`src/core/pfsd_pkg.sv`:
```
// Constants, register map and carrier types of the pin function select block
package pfsd_pkg;

  // ==========================================================================
  // Register indexes; byte address is four times the index
  // ==========================================================================
  localparam int unsigned NUM_REGS = 21;
  localparam int unsigned NUM_PINS = 26;
  localparam logic [4:0] IDX_SRC2  = 5'h00;
  localparam logic [4:0] IDX_SRC3  = 5'h01;
  localparam logic [4:0] IDX_PA_SINK = 5'h02;
  localparam logic [4:0] IDX_PD_SINK = 5'h03;
  localparam logic [4:0] IDX_PA_FN0  = 5'h04;
  localparam logic [4:0] IDX_PA_FN1  = 5'h05;
  localparam logic [4:0] IDX_PB_FN0  = 5'h06;
  localparam logic [4:0] IDX_PB_FN1  = 5'h07;
  localparam logic [4:0] IDX_PC_FN0  = 5'h08;
  localparam logic [4:0] IDX_PD_FN0  = 5'h09;
  localparam logic [4:0] IDX_PD_FN1  = 5'h0A;
  localparam logic [4:0] IDX_IN_SRC0 = 5'h0B;
  localparam logic [4:0] IDX_IN_SRC1 = 5'h0C;
  localparam logic [4:0] IDX_DATA_A = 5'h0D;
  localparam logic [4:0] IDX_DATA_B = 5'h0E;
  localparam logic [4:0] IDX_DATA_C = 5'h0F;
  localparam logic [4:0] IDX_DATA_D = 5'h10;
  localparam logic [4:0] IDX_DIR_A = 5'h11;
  localparam logic [4:0] IDX_DIR_B = 5'h12;
  localparam logic [4:0] IDX_DIR_C = 5'h13;
  localparam logic [4:0] IDX_DIR_D = 5'h14;

  // ==========================================================================
  // Field positions
  // ==========================================================================
  localparam int unsigned SRC2_PD_LSB = 3;
  localparam int unsigned SRC2_PC_LSB = 0;
  localparam int unsigned SRC3_PD_LSB = 0;
  localparam int unsigned PORT_B_BASE = 8;
  localparam int unsigned PORT_C_BASE = 16;
  localparam int unsigned PORT_D_BASE = 18;

  // ==========================================================================
  // Implemented bits and reset values
  // ==========================================================================
  localparam logic [7:0] REG_MASK [NUM_REGS] = '{
    8'h3F, 8'h07, 8'h35, 8'hFC, 8'hFF, 8'hFF, 8'hFF, 8'hFF, 8'h0F, 8'hFF, 8'hFF,
    8'hFF, 8'h07, 8'hFF, 8'hFF, 8'h03, 8'hFF, 8'hFF, 8'hFF, 8'h03, 8'hFF};
  localparam logic [7:0] REG_RESET [NUM_REGS] = '{
    8'h12, 8'h02, 8'h00, 8'h00, 8'h00, 8'h00, 8'h00, 8'h00, 8'h00, 8'h00, 8'h00,
    8'h00, 8'h00, 8'hFF, 8'hFF, 8'h03, 8'hFF, 8'hFF, 8'hFF, 8'h03, 8'hFF};

  // ==========================================================================
  // Pin sources and carriers
  // ==========================================================================
  typedef enum logic [4:0] {
    SRC_GPIO  = 5'h00,
    SRC_CT_OUT0 = 5'h01,
    SRC_CT_OUT1 = 5'h02,
    SRC_CT_OUT2 = 5'h03,
    SRC_CT_OUT3 = 5'h04,
    SRC_CT_INV0 = 5'h05,
    SRC_CT_INV1 = 5'h06,
    SRC_CT_INV2 = 5'h07,
    SRC_CT_INV3 = 5'h08,
    SRC_PT_OUT  = 5'h09,
    SRC_PT_INV  = 5'h0A,
    SRC_SDA   = 5'h0B,
    SRC_SCL   = 5'h0C,
    SRC_TX    = 5'h0D,
    SRC_RXTX  = 5'h0E,
    SRC_KEY   = 5'h0F,
    SRC_XT    = 5'h10
  } pfsd_src_t;

  typedef struct packed {
    logic [3:0] compact_timer_out;
    logic       periodic_timer_out;
    logic       sda_o;
    logic       sda_oe_n;
    logic       scl_o;
    logic       scl_oe_n;
    logic       tx;
    logic       rxtx_o;
    logic       rxtx_oe_n;
  } pfsd_perif_t;

  typedef struct packed {
    logic [2:0] src_pc;
    logic [2:0] src_pd_lo;
    logic [2:0] src_pd_hi;
    logic [7:0] sink_pa;
    logic [7:0] sink_pd;
  } pfsd_drive_t;

endpackage

```
`src/core/pfsd_top.sv`:
```
// Pin function select, drive strength registers and pin multiplexer
// Behaviour
// - src_current_sel_2[5:3] sets port D 3..0 level
// - src_current_sel_2[2:0] sets port C 1..0 level
// - src_current_sel_3[2:0] sets port D 7..4 level
// - src_current_sel_3 upper five bits unimplemented
// - Sink bit acts only on CMOS outputs
// - porta_sink_sel holds bits 5,4,2,0 only
// - portd_sink_sel holds bits 7..2 only
// - Port A pin 3 routing codes
// - Port A pin 2 routing codes
// - Port A pin 1 routing codes
// - Port A pin 0 routing codes
// - Port A pin 7 routing codes
// - Port A pin 6 routing codes
// - Port A pin 5 routing codes
// - Port A pin 4 routing codes
// - Port B pins 3..0 touch key or I/O
// - Port B pins 7..4 key, timer, inverted timer
// - Port C pin 1 routing, upper bits read 0
// - Port C pin 0 routing codes
// - Direction bit 1 input, 0 CMOS output
//
// Chosen here: the Wishbone slave port and the register offsets.
`timescale 1ns/10ps
`default_nettype none

module pfsd_top (
  input  wire logic                 core_clk,
  input  wire logic                 rst_n,
  input  wire logic                 wb_cyc_i,
  input  wire logic                 wb_stb_i,
  input  wire logic                 wb_we_i,
  input  wire logic [7:0]           wb_adr_i,
  input  wire logic [3:0]           wb_sel_i,
  input  wire logic [31:0]          wb_dat_i,
  output logic      [31:0]          wb_dat_o,
  output logic                      wb_ack_o,
  input  wire pfsd_pkg::pfsd_perif_t perif_i,
  input  wire logic [25:0]          pad_in,
  output logic      [25:0]          pad_out,
  output logic      [25:0]          pad_oe_n,
  output pfsd_pkg::pfsd_drive_t     drive_o,
  output logic      [11:0]          touch_key_en,
  output logic      [1:0]           low_xtal_en
);

  // ==========================================================================
  // Source decode per pin
  // ==========================================================================
  function automatic pfsd_pkg::pfsd_src_t route_of(input int unsigned pin,
                                                   input logic [1:0] code);
    pfsd_pkg::pfsd_src_t s;
    s = pfsd_pkg::SRC_GPIO;
    case (pin)
      0: case (code)
        2'h1: s = pfsd_pkg::SRC_CT_INV0;
        2'h2: s = pfsd_pkg::SRC_CT_OUT1;
        2'h3: s = pfsd_pkg::SRC_CT_INV3;
        default: s = pfsd_pkg::SRC_GPIO;
      endcase
      1: case (code)
        2'h1: s = pfsd_pkg::SRC_SCL;
        2'h2: s = pfsd_pkg::SRC_RXTX;
        2'h3: s = pfsd_pkg::SRC_XT;
        default: s = pfsd_pkg::SRC_GPIO;
      endcase
      2: case (code)
        2'h1: s = pfsd_pkg::SRC_PT_INV;
        2'h2: s = pfsd_pkg::SRC_CT_INV1;
        2'h3: s = pfsd_pkg::SRC_CT_OUT2;
        default: s = pfsd_pkg::SRC_GPIO;
      endcase
      3: case (code)
        2'h1: s = pfsd_pkg::SRC_SDA;
        2'h2: s = pfsd_pkg::SRC_TX;
        2'h3: s = pfsd_pkg::SRC_XT;
        default: s = pfsd_pkg::SRC_GPIO;
      endcase
      4: case (code)
        2'h1: s = pfsd_pkg::SRC_CT_OUT0;
        2'h2: s = pfsd_pkg::SRC_CT_INV2;
        2'h3: s = pfsd_pkg::SRC_PT_OUT;
        default: s = pfsd_pkg::SRC_GPIO;
      endcase
      5: case (code)
        2'h1: s = pfsd_pkg::SRC_CT_INV0;
        2'h2: s = pfsd_pkg::SRC_CT_OUT3;
        2'h3: s = pfsd_pkg::SRC_PT_INV;
        default: s = pfsd_pkg::SRC_GPIO;
      endcase
      6: case (code)
        2'h1: s = pfsd_pkg::SRC_KEY;
        2'h2: s = pfsd_pkg::SRC_SCL;
        2'h3: s = pfsd_pkg::SRC_RXTX;
        default: s = pfsd_pkg::SRC_GPIO;
      endcase
      7: case (code)
        2'h1: s = pfsd_pkg::SRC_KEY;
        2'h2: s = pfsd_pkg::SRC_SDA;
        2'h3: s = pfsd_pkg::SRC_TX;
        default: s = pfsd_pkg::SRC_GPIO;
      endcase
      8, 9, 10, 11: s = (code == 2'h1) ? pfsd_pkg::SRC_KEY : pfsd_pkg::SRC_GPIO;
      12: case (code)
        2'h1: s = pfsd_pkg::SRC_KEY;
        2'h2: s = pfsd_pkg::SRC_CT_OUT3;
        2'h3: s = pfsd_pkg::SRC_CT_INV0;
        default: s = pfsd_pkg::SRC_GPIO;
      endcase
      13: case (code)
        2'h1: s = pfsd_pkg::SRC_KEY;
        2'h2: s = pfsd_pkg::SRC_CT_OUT2;
        2'h3: s = pfsd_pkg::SRC_CT_INV1;
        default: s = pfsd_pkg::SRC_GPIO;
      endcase
      14: case (code)
        2'h1: s = pfsd_pkg::SRC_KEY;
        2'h2: s = pfsd_pkg::SRC_CT_OUT1;
        2'h3: s = pfsd_pkg::SRC_CT_INV2;
        default: s = pfsd_pkg::SRC_GPIO;
      endcase
      15: case (code)
        2'h1: s = pfsd_pkg::SRC_KEY;
        2'h2: s = pfsd_pkg::SRC_CT_OUT0;
        2'h3: s = pfsd_pkg::SRC_CT_INV3;
        default: s = pfsd_pkg::SRC_GPIO;
      endcase
      16: case (code)
        2'h1: s = pfsd_pkg::SRC_KEY;
        2'h2: s = pfsd_pkg::SRC_CT_OUT1;
        2'h3: s = pfsd_pkg::SRC_CT_OUT3;
        default: s = pfsd_pkg::SRC_GPIO;
      endcase
      17: case (code)
        2'h1: s = pfsd_pkg::SRC_KEY;
        2'h2: s = pfsd_pkg::SRC_CT_OUT0;
        2'h3: s = pfsd_pkg::SRC_CT_OUT2;
        default: s = pfsd_pkg::SRC_GPIO;
      endcase
      default: s = pfsd_pkg::SRC_GPIO;
    endcase
    return s;
  endfunction

  // ==========================================================================
  // Register file over Wishbone
  // ==========================================================================
  logic [7:0]  regs_reg [pfsd_pkg::NUM_REGS];
  logic [25:0] pin_in_reg;
  logic [4:0]  bus_idx;
  logic        bus_hit;
  logic        bus_req;
  logic [7:0]  rd_byte;

  assign bus_idx = wb_adr_i[6:2];
  assign bus_hit = (wb_adr_i[7] == 1'b0) && (wb_adr_i[1:0] == 2'h0) &&
                   (bus_idx < 5'(pfsd_pkg::NUM_REGS));
  assign bus_req = wb_cyc_i && wb_stb_i && !wb_ack_o;

  // Writes land at the ack edge; unimplemented bits never stored
  always_ff @(posedge core_clk or negedge rst_n) begin
    if (!rst_n) begin
      for (int i = 0; i < pfsd_pkg::NUM_REGS; i++) begin
        regs_reg[i] <= pfsd_pkg::REG_RESET[i];
      end
    end else if (bus_req && wb_we_i && wb_sel_i[0] && bus_hit) begin
      regs_reg[bus_idx] <= wb_dat_i[7:0] & pfsd_pkg::REG_MASK[bus_idx];
    end
  end

  always_ff @(posedge core_clk or negedge rst_n) begin
    if (!rst_n) begin
      pin_in_reg <= 26'h0000000;
    end else begin
      pin_in_reg <= pad_in;
    end
  end

  // Data registers read the pin when input, the latch when output
  always_comb begin
    rd_byte = 8'h00;
    if (bus_hit) begin
      case (bus_idx)
        pfsd_pkg::IDX_DATA_A: rd_byte = (regs_reg[bus_idx] & ~regs_reg[pfsd_pkg::IDX_DIR_A]) |
                                        (pin_in_reg[7:0] & regs_reg[pfsd_pkg::IDX_DIR_A]);
        pfsd_pkg::IDX_DATA_B: rd_byte = (regs_reg[bus_idx] & ~regs_reg[pfsd_pkg::IDX_DIR_B]) |
                                        (pin_in_reg[15:8] & regs_reg[pfsd_pkg::IDX_DIR_B]);
        pfsd_pkg::IDX_DATA_C: rd_byte = (regs_reg[bus_idx] & ~regs_reg[pfsd_pkg::IDX_DIR_C]) |
                                        ({6'h00, pin_in_reg[17:16]} &
                                         regs_reg[pfsd_pkg::IDX_DIR_C]);
        pfsd_pkg::IDX_DATA_D: rd_byte = (regs_reg[bus_idx] & ~regs_reg[pfsd_pkg::IDX_DIR_D]) |
                                        (pin_in_reg[25:18] & regs_reg[pfsd_pkg::IDX_DIR_D]);
        default:              rd_byte = regs_reg[bus_idx];
      endcase
    end
  end

  always_ff @(posedge core_clk or negedge rst_n) begin
    if (!rst_n) begin
      wb_ack_o <= 1'b0;
      wb_dat_o <= 32'h00000000;
    end else begin
      wb_ack_o <= bus_req;
      if (bus_req && !wb_we_i) begin
        wb_dat_o <= {24'h000000, rd_byte};
      end
    end
  end

  // ==========================================================================
  // Pin multiplexer
  // ==========================================================================
  logic [25:0] latch_all;
  logic [25:0] dir_all;
  logic [25:0] out_next;
  logic [25:0] drv_next;
  pfsd_pkg::pfsd_src_t src_of [pfsd_pkg::NUM_PINS];

  assign latch_all = {regs_reg[pfsd_pkg::IDX_DATA_D], regs_reg[pfsd_pkg::IDX_DATA_C][1:0],
                      regs_reg[pfsd_pkg::IDX_DATA_B], regs_reg[pfsd_pkg::IDX_DATA_A]};
  assign dir_all   = {regs_reg[pfsd_pkg::IDX_DIR_D], regs_reg[pfsd_pkg::IDX_DIR_C][1:0],
                      regs_reg[pfsd_pkg::IDX_DIR_B], regs_reg[pfsd_pkg::IDX_DIR_A]};

  for (genvar gi = 0; gi < pfsd_pkg::NUM_PINS; gi++) begin : g_pin
    logic [1:0] code;
    if (gi < 4) begin : g_a0
      assign code = regs_reg[pfsd_pkg::IDX_PA_FN0][2*gi +: 2];
    end else if (gi < 8) begin : g_a1
      assign code = regs_reg[pfsd_pkg::IDX_PA_FN1][2*(gi-4) +: 2];
    end else if (gi < 12) begin : g_b0
      assign code = regs_reg[pfsd_pkg::IDX_PB_FN0][2*(gi-8) +: 2];
    end else if (gi < 16) begin : g_b1
      assign code = regs_reg[pfsd_pkg::IDX_PB_FN1][2*(gi-12) +: 2];
    end else if (gi < 18) begin : g_c
      assign code = regs_reg[pfsd_pkg::IDX_PC_FN0][2*(gi-16) +: 2];
    end else begin : g_d
      // Port D function registers are not decoded; pins stay on the latch here
      assign code = 2'h0;
    end
    assign src_of[gi] = route_of(gi, code);

    always_comb begin
      out_next[gi] = 1'b0;
      drv_next[gi] = 1'b1;
      case (src_of[gi])
        pfsd_pkg::SRC_GPIO: begin
          out_next[gi] = latch_all[gi];
          drv_next[gi] = !dir_all[gi];
        end
        pfsd_pkg::SRC_CT_OUT0: out_next[gi] = perif_i.compact_timer_out[0];
        pfsd_pkg::SRC_CT_OUT1: out_next[gi] = perif_i.compact_timer_out[1];
        pfsd_pkg::SRC_CT_OUT2: out_next[gi] = perif_i.compact_timer_out[2];
        pfsd_pkg::SRC_CT_OUT3: out_next[gi] = perif_i.compact_timer_out[3];
        pfsd_pkg::SRC_CT_INV0: out_next[gi] = !perif_i.compact_timer_out[0];
        pfsd_pkg::SRC_CT_INV1: out_next[gi] = !perif_i.compact_timer_out[1];
        pfsd_pkg::SRC_CT_INV2: out_next[gi] = !perif_i.compact_timer_out[2];
        pfsd_pkg::SRC_CT_INV3: out_next[gi] = !perif_i.compact_timer_out[3];
        pfsd_pkg::SRC_PT_OUT:  out_next[gi] = perif_i.periodic_timer_out;
        pfsd_pkg::SRC_PT_INV:  out_next[gi] = !perif_i.periodic_timer_out;
        pfsd_pkg::SRC_TX:    out_next[gi] = perif_i.tx;
        pfsd_pkg::SRC_SDA: begin
          out_next[gi] = perif_i.sda_o;
          drv_next[gi] = !perif_i.sda_oe_n;
        end
        pfsd_pkg::SRC_SCL: begin
          out_next[gi] = perif_i.scl_o;
          drv_next[gi] = !perif_i.scl_oe_n;
        end
        pfsd_pkg::SRC_RXTX: begin
          out_next[gi] = perif_i.rxtx_o;
          drv_next[gi] = !perif_i.rxtx_oe_n;
        end
        default:             drv_next[gi] = 1'b0;       // Touch key and crystal: analog
      endcase
    end
  end

  always_ff @(posedge core_clk or negedge rst_n) begin
    if (!rst_n) begin
      pad_out  <= 26'h0000000;
      pad_oe_n <= 26'h3FFFFFF;
    end else begin
      pad_out  <= out_next;
      pad_oe_n <= ~drv_next;
    end
  end

  // ==========================================================================
  // Analog function enables
  // ==========================================================================
  logic [11:0] key_next;
  logic [1:0]  xt_next;

  for (genvar gk = 0; gk < 8; gk++) begin : g_keyb
    assign key_next[gk] = (src_of[pfsd_pkg::PORT_B_BASE + gk] == pfsd_pkg::SRC_KEY);
  end
  assign key_next[8]  = (src_of[pfsd_pkg::PORT_C_BASE] == pfsd_pkg::SRC_KEY);
  assign key_next[9]  = (src_of[pfsd_pkg::PORT_C_BASE + 1] == pfsd_pkg::SRC_KEY);
  assign key_next[10] = (src_of[6] == pfsd_pkg::SRC_KEY);
  assign key_next[11] = (src_of[7] == pfsd_pkg::SRC_KEY);
  assign xt_next      = {src_of[3] == pfsd_pkg::SRC_XT, src_of[1] == pfsd_pkg::SRC_XT};

  always_ff @(posedge core_clk or negedge rst_n) begin
    if (!rst_n) begin
      touch_key_en <= 12'h000;
      low_xtal_en  <= 2'h0;
    end else begin
      touch_key_en <= key_next;
      low_xtal_en  <= xt_next;
    end
  end

  // ==========================================================================
  // Drive strength outputs
  // ==========================================================================
  always_ff @(posedge core_clk or negedge rst_n) begin
    if (!rst_n) begin
      drive_o <= '0;
    end else begin
      drive_o.src_pd_lo <= regs_reg[pfsd_pkg::IDX_SRC2][pfsd_pkg::SRC2_PD_LSB +: 3];
      drive_o.src_pc    <= regs_reg[pfsd_pkg::IDX_SRC2][pfsd_pkg::SRC2_PC_LSB +: 3];
      drive_o.src_pd_hi <= regs_reg[pfsd_pkg::IDX_SRC3][pfsd_pkg::SRC3_PD_LSB +: 3];
      drive_o.sink_pa   <= regs_reg[pfsd_pkg::IDX_PA_SINK] & drv_next[7:0];
      drive_o.sink_pd   <= regs_reg[pfsd_pkg::IDX_PD_SINK] &
                           drv_next[pfsd_pkg::PORT_D_BASE +: 8];
    end
  end
endmodule // pfsd_top

`default_nettype wire

```
`config.mk`:
```
export PLATFORM = sky130hd
export DESIGN_NAME = pfsd_top
export DESIGN_NICKNAME = d
export VERILOG_FILES = /design/src/core/pfsd_pkg.sv /design/src/core/pfsd_top.sv
export SDC_FILE = /design/constraint.sdc
export NUM_CORES = 1
export LEC_CHECK = 0
export ABC_AREA = 1
export CORE_UTILIZATION = 54
export CTS_CLUSTER_DIAMETER = 100
export DETAILED_ROUTE_END_ITERATION = 8
export DONT_BUFFER_PORTS = 1
export PLACE_DENSITY = 0.69
export SLEW_MARGIN = 15
export SYNTH_ARGS = -nofsm -noshare
export SYNTH_HDL_FRONTEND = slang
export SYNTH_SLANG_ARGS = --single-unit
export TNS_END_PERCENT = 5
```
`constraint.sdc`:
```
create_clock -name core_clk -period 3.36 [get_ports core_clk]
set_clock_uncertainty 0.05 [all_clocks]
set_input_delay 0.672 -clock core_clk [delete_from_list [all_inputs] [get_ports core_clk]]
set_output_delay 0.672 -clock core_clk [all_outputs]
set_load 0.005 [all_outputs]
```
==> flow_summary.toml, run 1 <==
[global_route]
overflow = 0
grt_pass1_vias = 10200
grt_max_degree = 295
antenna_found_initial = 0
grt.total_usage_pct = 29.2
grt_pass1_wl_um = 58800

[status]
violations = "negative hold slack"
outcome = "complete, but fails checks"

[timing]
setup_viol = 0
whs_ns = -0.231
grt_setup_unrepaired = "false"
max_freq_mhz = 454
relSlewSlack_pct = 48.3
setup-tns-final_ns = 0
fin_crit_ns = 2.20
min_period_over_period_pct = 65.5
worst_pin_slew_ns = 0.775
maxSlewViolCount = 0
finalHoldViolCount = 217

[routing]
via_per_inst = 5.71
drc = 0
drtIter0Drc = 1095
vias = 10700
wirelength_um = 37800
routedWlPerCell_um = 20.1
firstDrtPassIters = 6
drtAntennaViolNets = 0

[layout]
largest_register_ffs = 80
nNetsFinal = 1652
fin_area_um2 = 14900
layout-drive-gt1-share_pct = 13.3
n_antenna_cell = 0
area_growth_pct = 7.40

[synth]
synth-seq-cells = 294
netlist.area_leader.share_pct = 38.4
postSynthCellCount = 1547
syn_area_per_cell_um2 = 8.97
synthTopCellsByArea = "dfrtp_1 (38%), dfstp_2 (15%), nand2_1 (9.4%)"
netlist_area_um2 = 13900
synth_most_common_cell = "nand2_1"
synth_warnings = 0
synth_top_cell_by_area = "dfrtp_1"
yosysSeqAreaShare_pct = 53.8
synth_edf_count = 0
synth-async-reset-ratio_pct = 100
synth_common_cells = "nand2_1 (346), dfrtp_1 (213), o21ai_0 (187), inv_1 (154), nor2_1 (107)"
synthFlopType = "dfrtp_1"
synth_cell_types = 50

[pwr]
p_sw_share_pct = 22.1
p_int_uw = 5700
leakage_uw = 0.00691
p_per_area_nw_per_um2 = 491
ir_drop_mv = 0.400
pwr-share-comb_pct = 4.6
pwr-share-seq_pct = 49.3
power_frac_clock_pct = 46.1
p_switching_uw = 1620

[placed_design]
hpwl_um = 26100
placed_area_um2 = 13900
place_congestion = 0.878
io_buffers = 0

[cts]
cts_tree = "built"
clockRootBuffer = "clkbuf_16"
numClockSinks = 294
h-tree-depth = 1
numCtsBuffers = 30
worstSkewPairLatency_ns = 0.56
clkSlewWorstSetupHoldPaths_ns = 0.06
cts_buffer_depth = 3

[worst_setup_path]
r2r-start = "wb_ack_o"
arrival_ns = 2.57
crit_slowest_cell = "nand2_2"
worstReg2RegEnd = "dir_all[16]"
crit_cells = 10
end_kind = "register"
crit_start = "wb_adr_i[2]"
critical_path_class = "in2reg"
cp-start-kind = "primary input"
critPathMaxFanout = 92
critPathCapture = "regs_reg[140]"
r2r_cells = 7
max_stage_delay_ns = 0.44
cpLargestDelayFamily = "simple AND/OR/NAND/NOR gates"
cp.required_ns = 3.73
critical_path_buf_inv_count = 4
crit_chain = "ha_1 > inv_2 > nor3_1 > inv_1 > nand3_1 > inv_2 > nand2_2 > inv_1 > nand2_1 > o21ai_0"
r2r_slack_ns = 1.37

[job]
drv_cap = 0

[min_path]
hold_path_class = "in2async"

[die]
num_rows = 58
dieArea_um2 = 26300
die-width_um = 162
design.core.area_um2 = 25200
initial_core_util_pct = 55.1
die_h_um = 162
io_pins = 211
==> routing by layer <==
metal | vias up | routed length, um | global-route usage, %
met5 | - | 0 | 0
met4 | 0 | 1100 | 9.95
met3 | 65 | 3340 | 4.72
met2 | 487 | 17600 | 45.9
met1 | 5224 | 15700 | 41.2
li1 | 4958 | - | -
==> worst register-to-register path: stages, from the launching register on <==
cell	delay, ns
dfrtp_1	0.40
nor2_2	0.13
inv_1	0.06
nor2_1	0.22
nand3_4	0.29
nor3_4	0.40
inv_1	0.15
o21ai_0	0.20
==> metrics by stage <==
| step | instances | power [uW] | util [%] | worst slack [ns] | hold slack [ns] |
|---|---|---|---|---|---|
| after CTS | 1881 | 7360 | 59.2 | 1.23 | -0.245 |
| final | 1881 | 7320 | 59.2 | 1.16 | -0.231 |
| after global routing | 1881 | 7530 | 59.2 | 1.02 | -0.251 |
| after detailed placement | 1825 | 4000 | 55.1 | 0.650 | 0.332 |
| after floorplan | 1570 | 3940 | - | 0.741 | 0.304 |
| after global placement | 1825 | 4000 | 55.1 | 0.735 | 0.327 |
==> power groups by stage <==
stage          Combinational (uW)  Clock, uW  Sequential (uW)
2_1_floorplan                 275          0             3660
3_3_place_gp                  324          0             3670
3_5_place_dp                  326          0             3670
4_1_cts                       329       3420             3610
5_1_grt                       366       3550             3610
6_report                      335       3370             3610
==> cell families after synthesis <==
group | count (synthesis) | share of synthesized area [%]
AND/OR/NAND/NOR | 561 | 18.3
AO/OA/AOI/OAI | 397 | 15.5
flip-flops | 294 | 53.8
buffers and inverters | 256 | 8.91
adder cells (fa/ha/maj) | 38 | 3.43
other | 1 | 0.0270
==> worst min path at each step <==
stage,to,cells past startpoint
global placement,pad_out[13],0
detailed placement,pad_out[13],0
finish,pad_out[13],0
floorplan,drive_o[18],0
CTS,pad_out[13],0
global route,pad_out[13],0
==> layout make-up <==
class	count	area, um^2
Inverter	165	622
Clock buffer	47	916
Sequential cell	294	7460
Multi-Input combinational cell	1020	5270
Clock inverter	9	100
Timing Repair Buffer	16	120
Tap cell	330	413
Fill cell	2157	10300
==> repair_timing <==
action	4_1_cts	5_1_grt
buffers inserted	0	0
resized for setup	0	0
endpoints found under the hold margin	294	220
==> cells in the final DEF (no fill, tap or decap), drive strengths merged <==
cell type    n
a31oi        7
nand2      363
o21a         3
o211ai       8
dfstp       81
nor3        13
nand4        7
or2          2
ha          38
clkinv       7
o41ai        1
nand3       55
o2111ai      2
o31ai        3
inv        165
o221ai       1
a211oi       2
nor4         1
clkbuf      47
nor2       119
a21boi       3
a21o         1
dfrtp      213
a31o         1
bufinv       2
o32ai        1
a221oi       4
nand3b       1
a21oi       65
o22ai       23
conb        24
buf         16
o21ai      268
o21bai       2
a41oi        2
Power figures use the tool's default switching activity.
==> run 2, diff against run 1 <==
Settings changed: PLACE_DENSITY 0.69 to 0.72.
Clock period 3.36 ns to 2.01 ns, I/O delays scaled along.
==> run 2 against run 1 <==
Compared with the run above: the run still ends with negative hold slack left; via count increased by 2.4%; combinational power increased by 110%; die area unchanged; sequential share of layout area decreased by 2.8 points; clock power increased by 86%; sequential cell count unchanged; core utilization increased by 3.5 points; clock-buffer cell count decreased by 6; power increased by 78%; worst setup slack got worse by 1.1 ns; largest cell class unchanged; highest routed layer unchanged.
==> flow_summary.toml, run 2 (synthesis results as in run 1) <==
[cts]
cts_setup_buffers = 0
numCtsBuffers = 30
h-tree-depth = 1
cts_buffer_depth = 3
cts_hold_buf = 37
worstSkewPairLatency_ns = 0.57
clockRootBuffer = "clkbuf_16"
clkSlewWorstSetupHoldPaths_ns = 0.06
numClockSinks = 294
cts_tree = "built"

[routing]
drtAntennaViolNets = 0
drtIter0Drc = 961
firstDrtPassIters = 7
vias = 11000
via_per_inst = 5.66
wirelength_um = 39200
drc = 0
routedWlPerCell_um = 20.2

[pwr]
power_frac_clock_pct = 48.2
leakage_uw = 0.00731
p_int_uw = 10200
pwr-share-seq_pct = 46.4
pwr-share-comb_pct = 5.4
ir_drop_mv = 0.674
p_switching_uw = 2840
p_sw_share_pct = 21.9
p_per_area_nw_per_um2 = 824

[global_route]
grtUsageMet3_pct = 5.67
grt_max_degree = 295
grt.total_usage_pct = 30.1
overflow = 0
groute.layer.met2.usage_pct = 46.0
grt_pass1_wl_um = 59800
top_usage_layer = "met2"
gr-usage-met1_pct = 41.5
antenna_found_initial = 0
grt_pass1_vias = 10500

[die]
die_h_um = 162
dieArea_um2 = 26300
die-width_um = 162
num_rows = 58
design.core.area_um2 = 25200
initial_core_util_pct = 55.1
io_pins = 211

[layout]
layout-drive-gt1-share_pct = 15.0
layout_commonest_cell = "nand2_1"
nNetsFinal = 1711
n_antenna_cell = 0
area_growth_pct = 13.8
largest_register_ffs = 80
fillers = 2047
layout_common_cells = "nand2_1 (346), dfrtp_1 (213), o21ai_0 (185), inv_1 (152), nor2_1 (106)"
fin_area_um2 = 15800

[worst_setup_path]
end_kind = "register"
r2r_slack_ns = 0.1
r2r_cells = 6
arrival_ns = 2.36
crit_start = "g_pin[1].code[0]"
cp-start-kind = "register"
critPathMaxFanout = 5
critical_path_class = "reg2reg"
r2r-start = "g_pin[1].code[0]"
critPathCapture = "pad_out[1]"
cp.required_ns = 2.46
worstReg2RegEnd = "pad_out[1]"

[timing]
finalHoldViolCount = 294
worst_pin_slew_ns = 0.544
setup-tns-final_ns = 0
relSlewSlack_pct = 63.5
grt_setup_unrepaired = "false"
min_period_over_period_pct = 95.2
max_freq_mhz = 522
maxSlewViolCount = 0
fin_crit_ns = 1.91
setup_viol = 0
whs_ns = -0.486

[status]
outcome = "complete, but fails checks"
violations = "negative hold slack"

[placed_design]
place_congestion = 0.873
hpwl_um = 26800
io_buffers = 0
placed_area_um2 = 14300

[min_path]
hold_path_class = "in2async"

[job]
drv_cap = 0
run 2: power by group through the flow:
stage          Clock (uW)  Combinational, uW  Sequential, uW
3_3_place_gp            0                617            6140
6_report             6270                698            6040
5_1_grt              6590                754            6040
4_1_cts              6350                686            6040
3_5_place_dp            0                622            6140
2_1_floorplan           0                479            6120
run 2: timing repair:
action                                 CTS  global route
resized for setup                        0             2
endpoints found under the hold margin  331           294
setup endpoints to repair                0            37
run 2: worst min-delay path by stage:
stage / from / end / slack [ns] / cells after the start
after detailed placement: rst_n / pin_in_reg[8] / 0.06 / 0
final: rst_n / touch_key_en[3] / -0.49 / 0
after floorplan: rst_n / drive_o[0] / 0.06 / 0
after global placement: rst_n / pin_in_reg[8] / 0.07 / 0
after global routing: rst_n / pad_out[21] / -0.50 / 0
after CTS: rst_n / regs_reg[163] / -0.53 / 0
run 2: metal layers:
metal | wire, um | vias up
met1 | 16300 | 5332
li1 | - | 5078
met2 | 18100 | 480
met5 | 0 | -
met4 | 1650 | 0
met3 | 3180 | 98
run 2: critical path, cell delays in order (launching register included):
cell and delay (ns):
dfrtp_1 0.42, inv_1 0.09, ha_1 0.30, nor2_1 0.17, nand3_1 0.10, a41oi_1 0.16, dlygate4sd3_1 0.57
run 2: area by class of cell:
class	count	area [um^2]	area share, %
Multi-Input combinational cell	1020	5300	33.6
Tap cell	330	413	2.62
Inverter	165	624	3.96
Clock inverter	15	239	1.51
Sequential cell	294	7460	47.3
Clock buffer	41	903	5.72
Timing Repair Buffer	75	843	5.34
run 2: stage by stage:
step                hold slack, ns  util [%]  worst slack [ns]  cells  total power [uW]
floorplan                   0.0564         -           -0.0279   1570              6600
global placement            0.0716      56.6          -0.00509   1847              6750
detailed placement          0.0646      56.6           -0.0401   1847              6760
CTS                         -0.528      62.7             0.113   1940             13100
global route                -0.502      62.7           0.00113   1940             13400
finish                      -0.486      62.7            0.0958   1940             13000
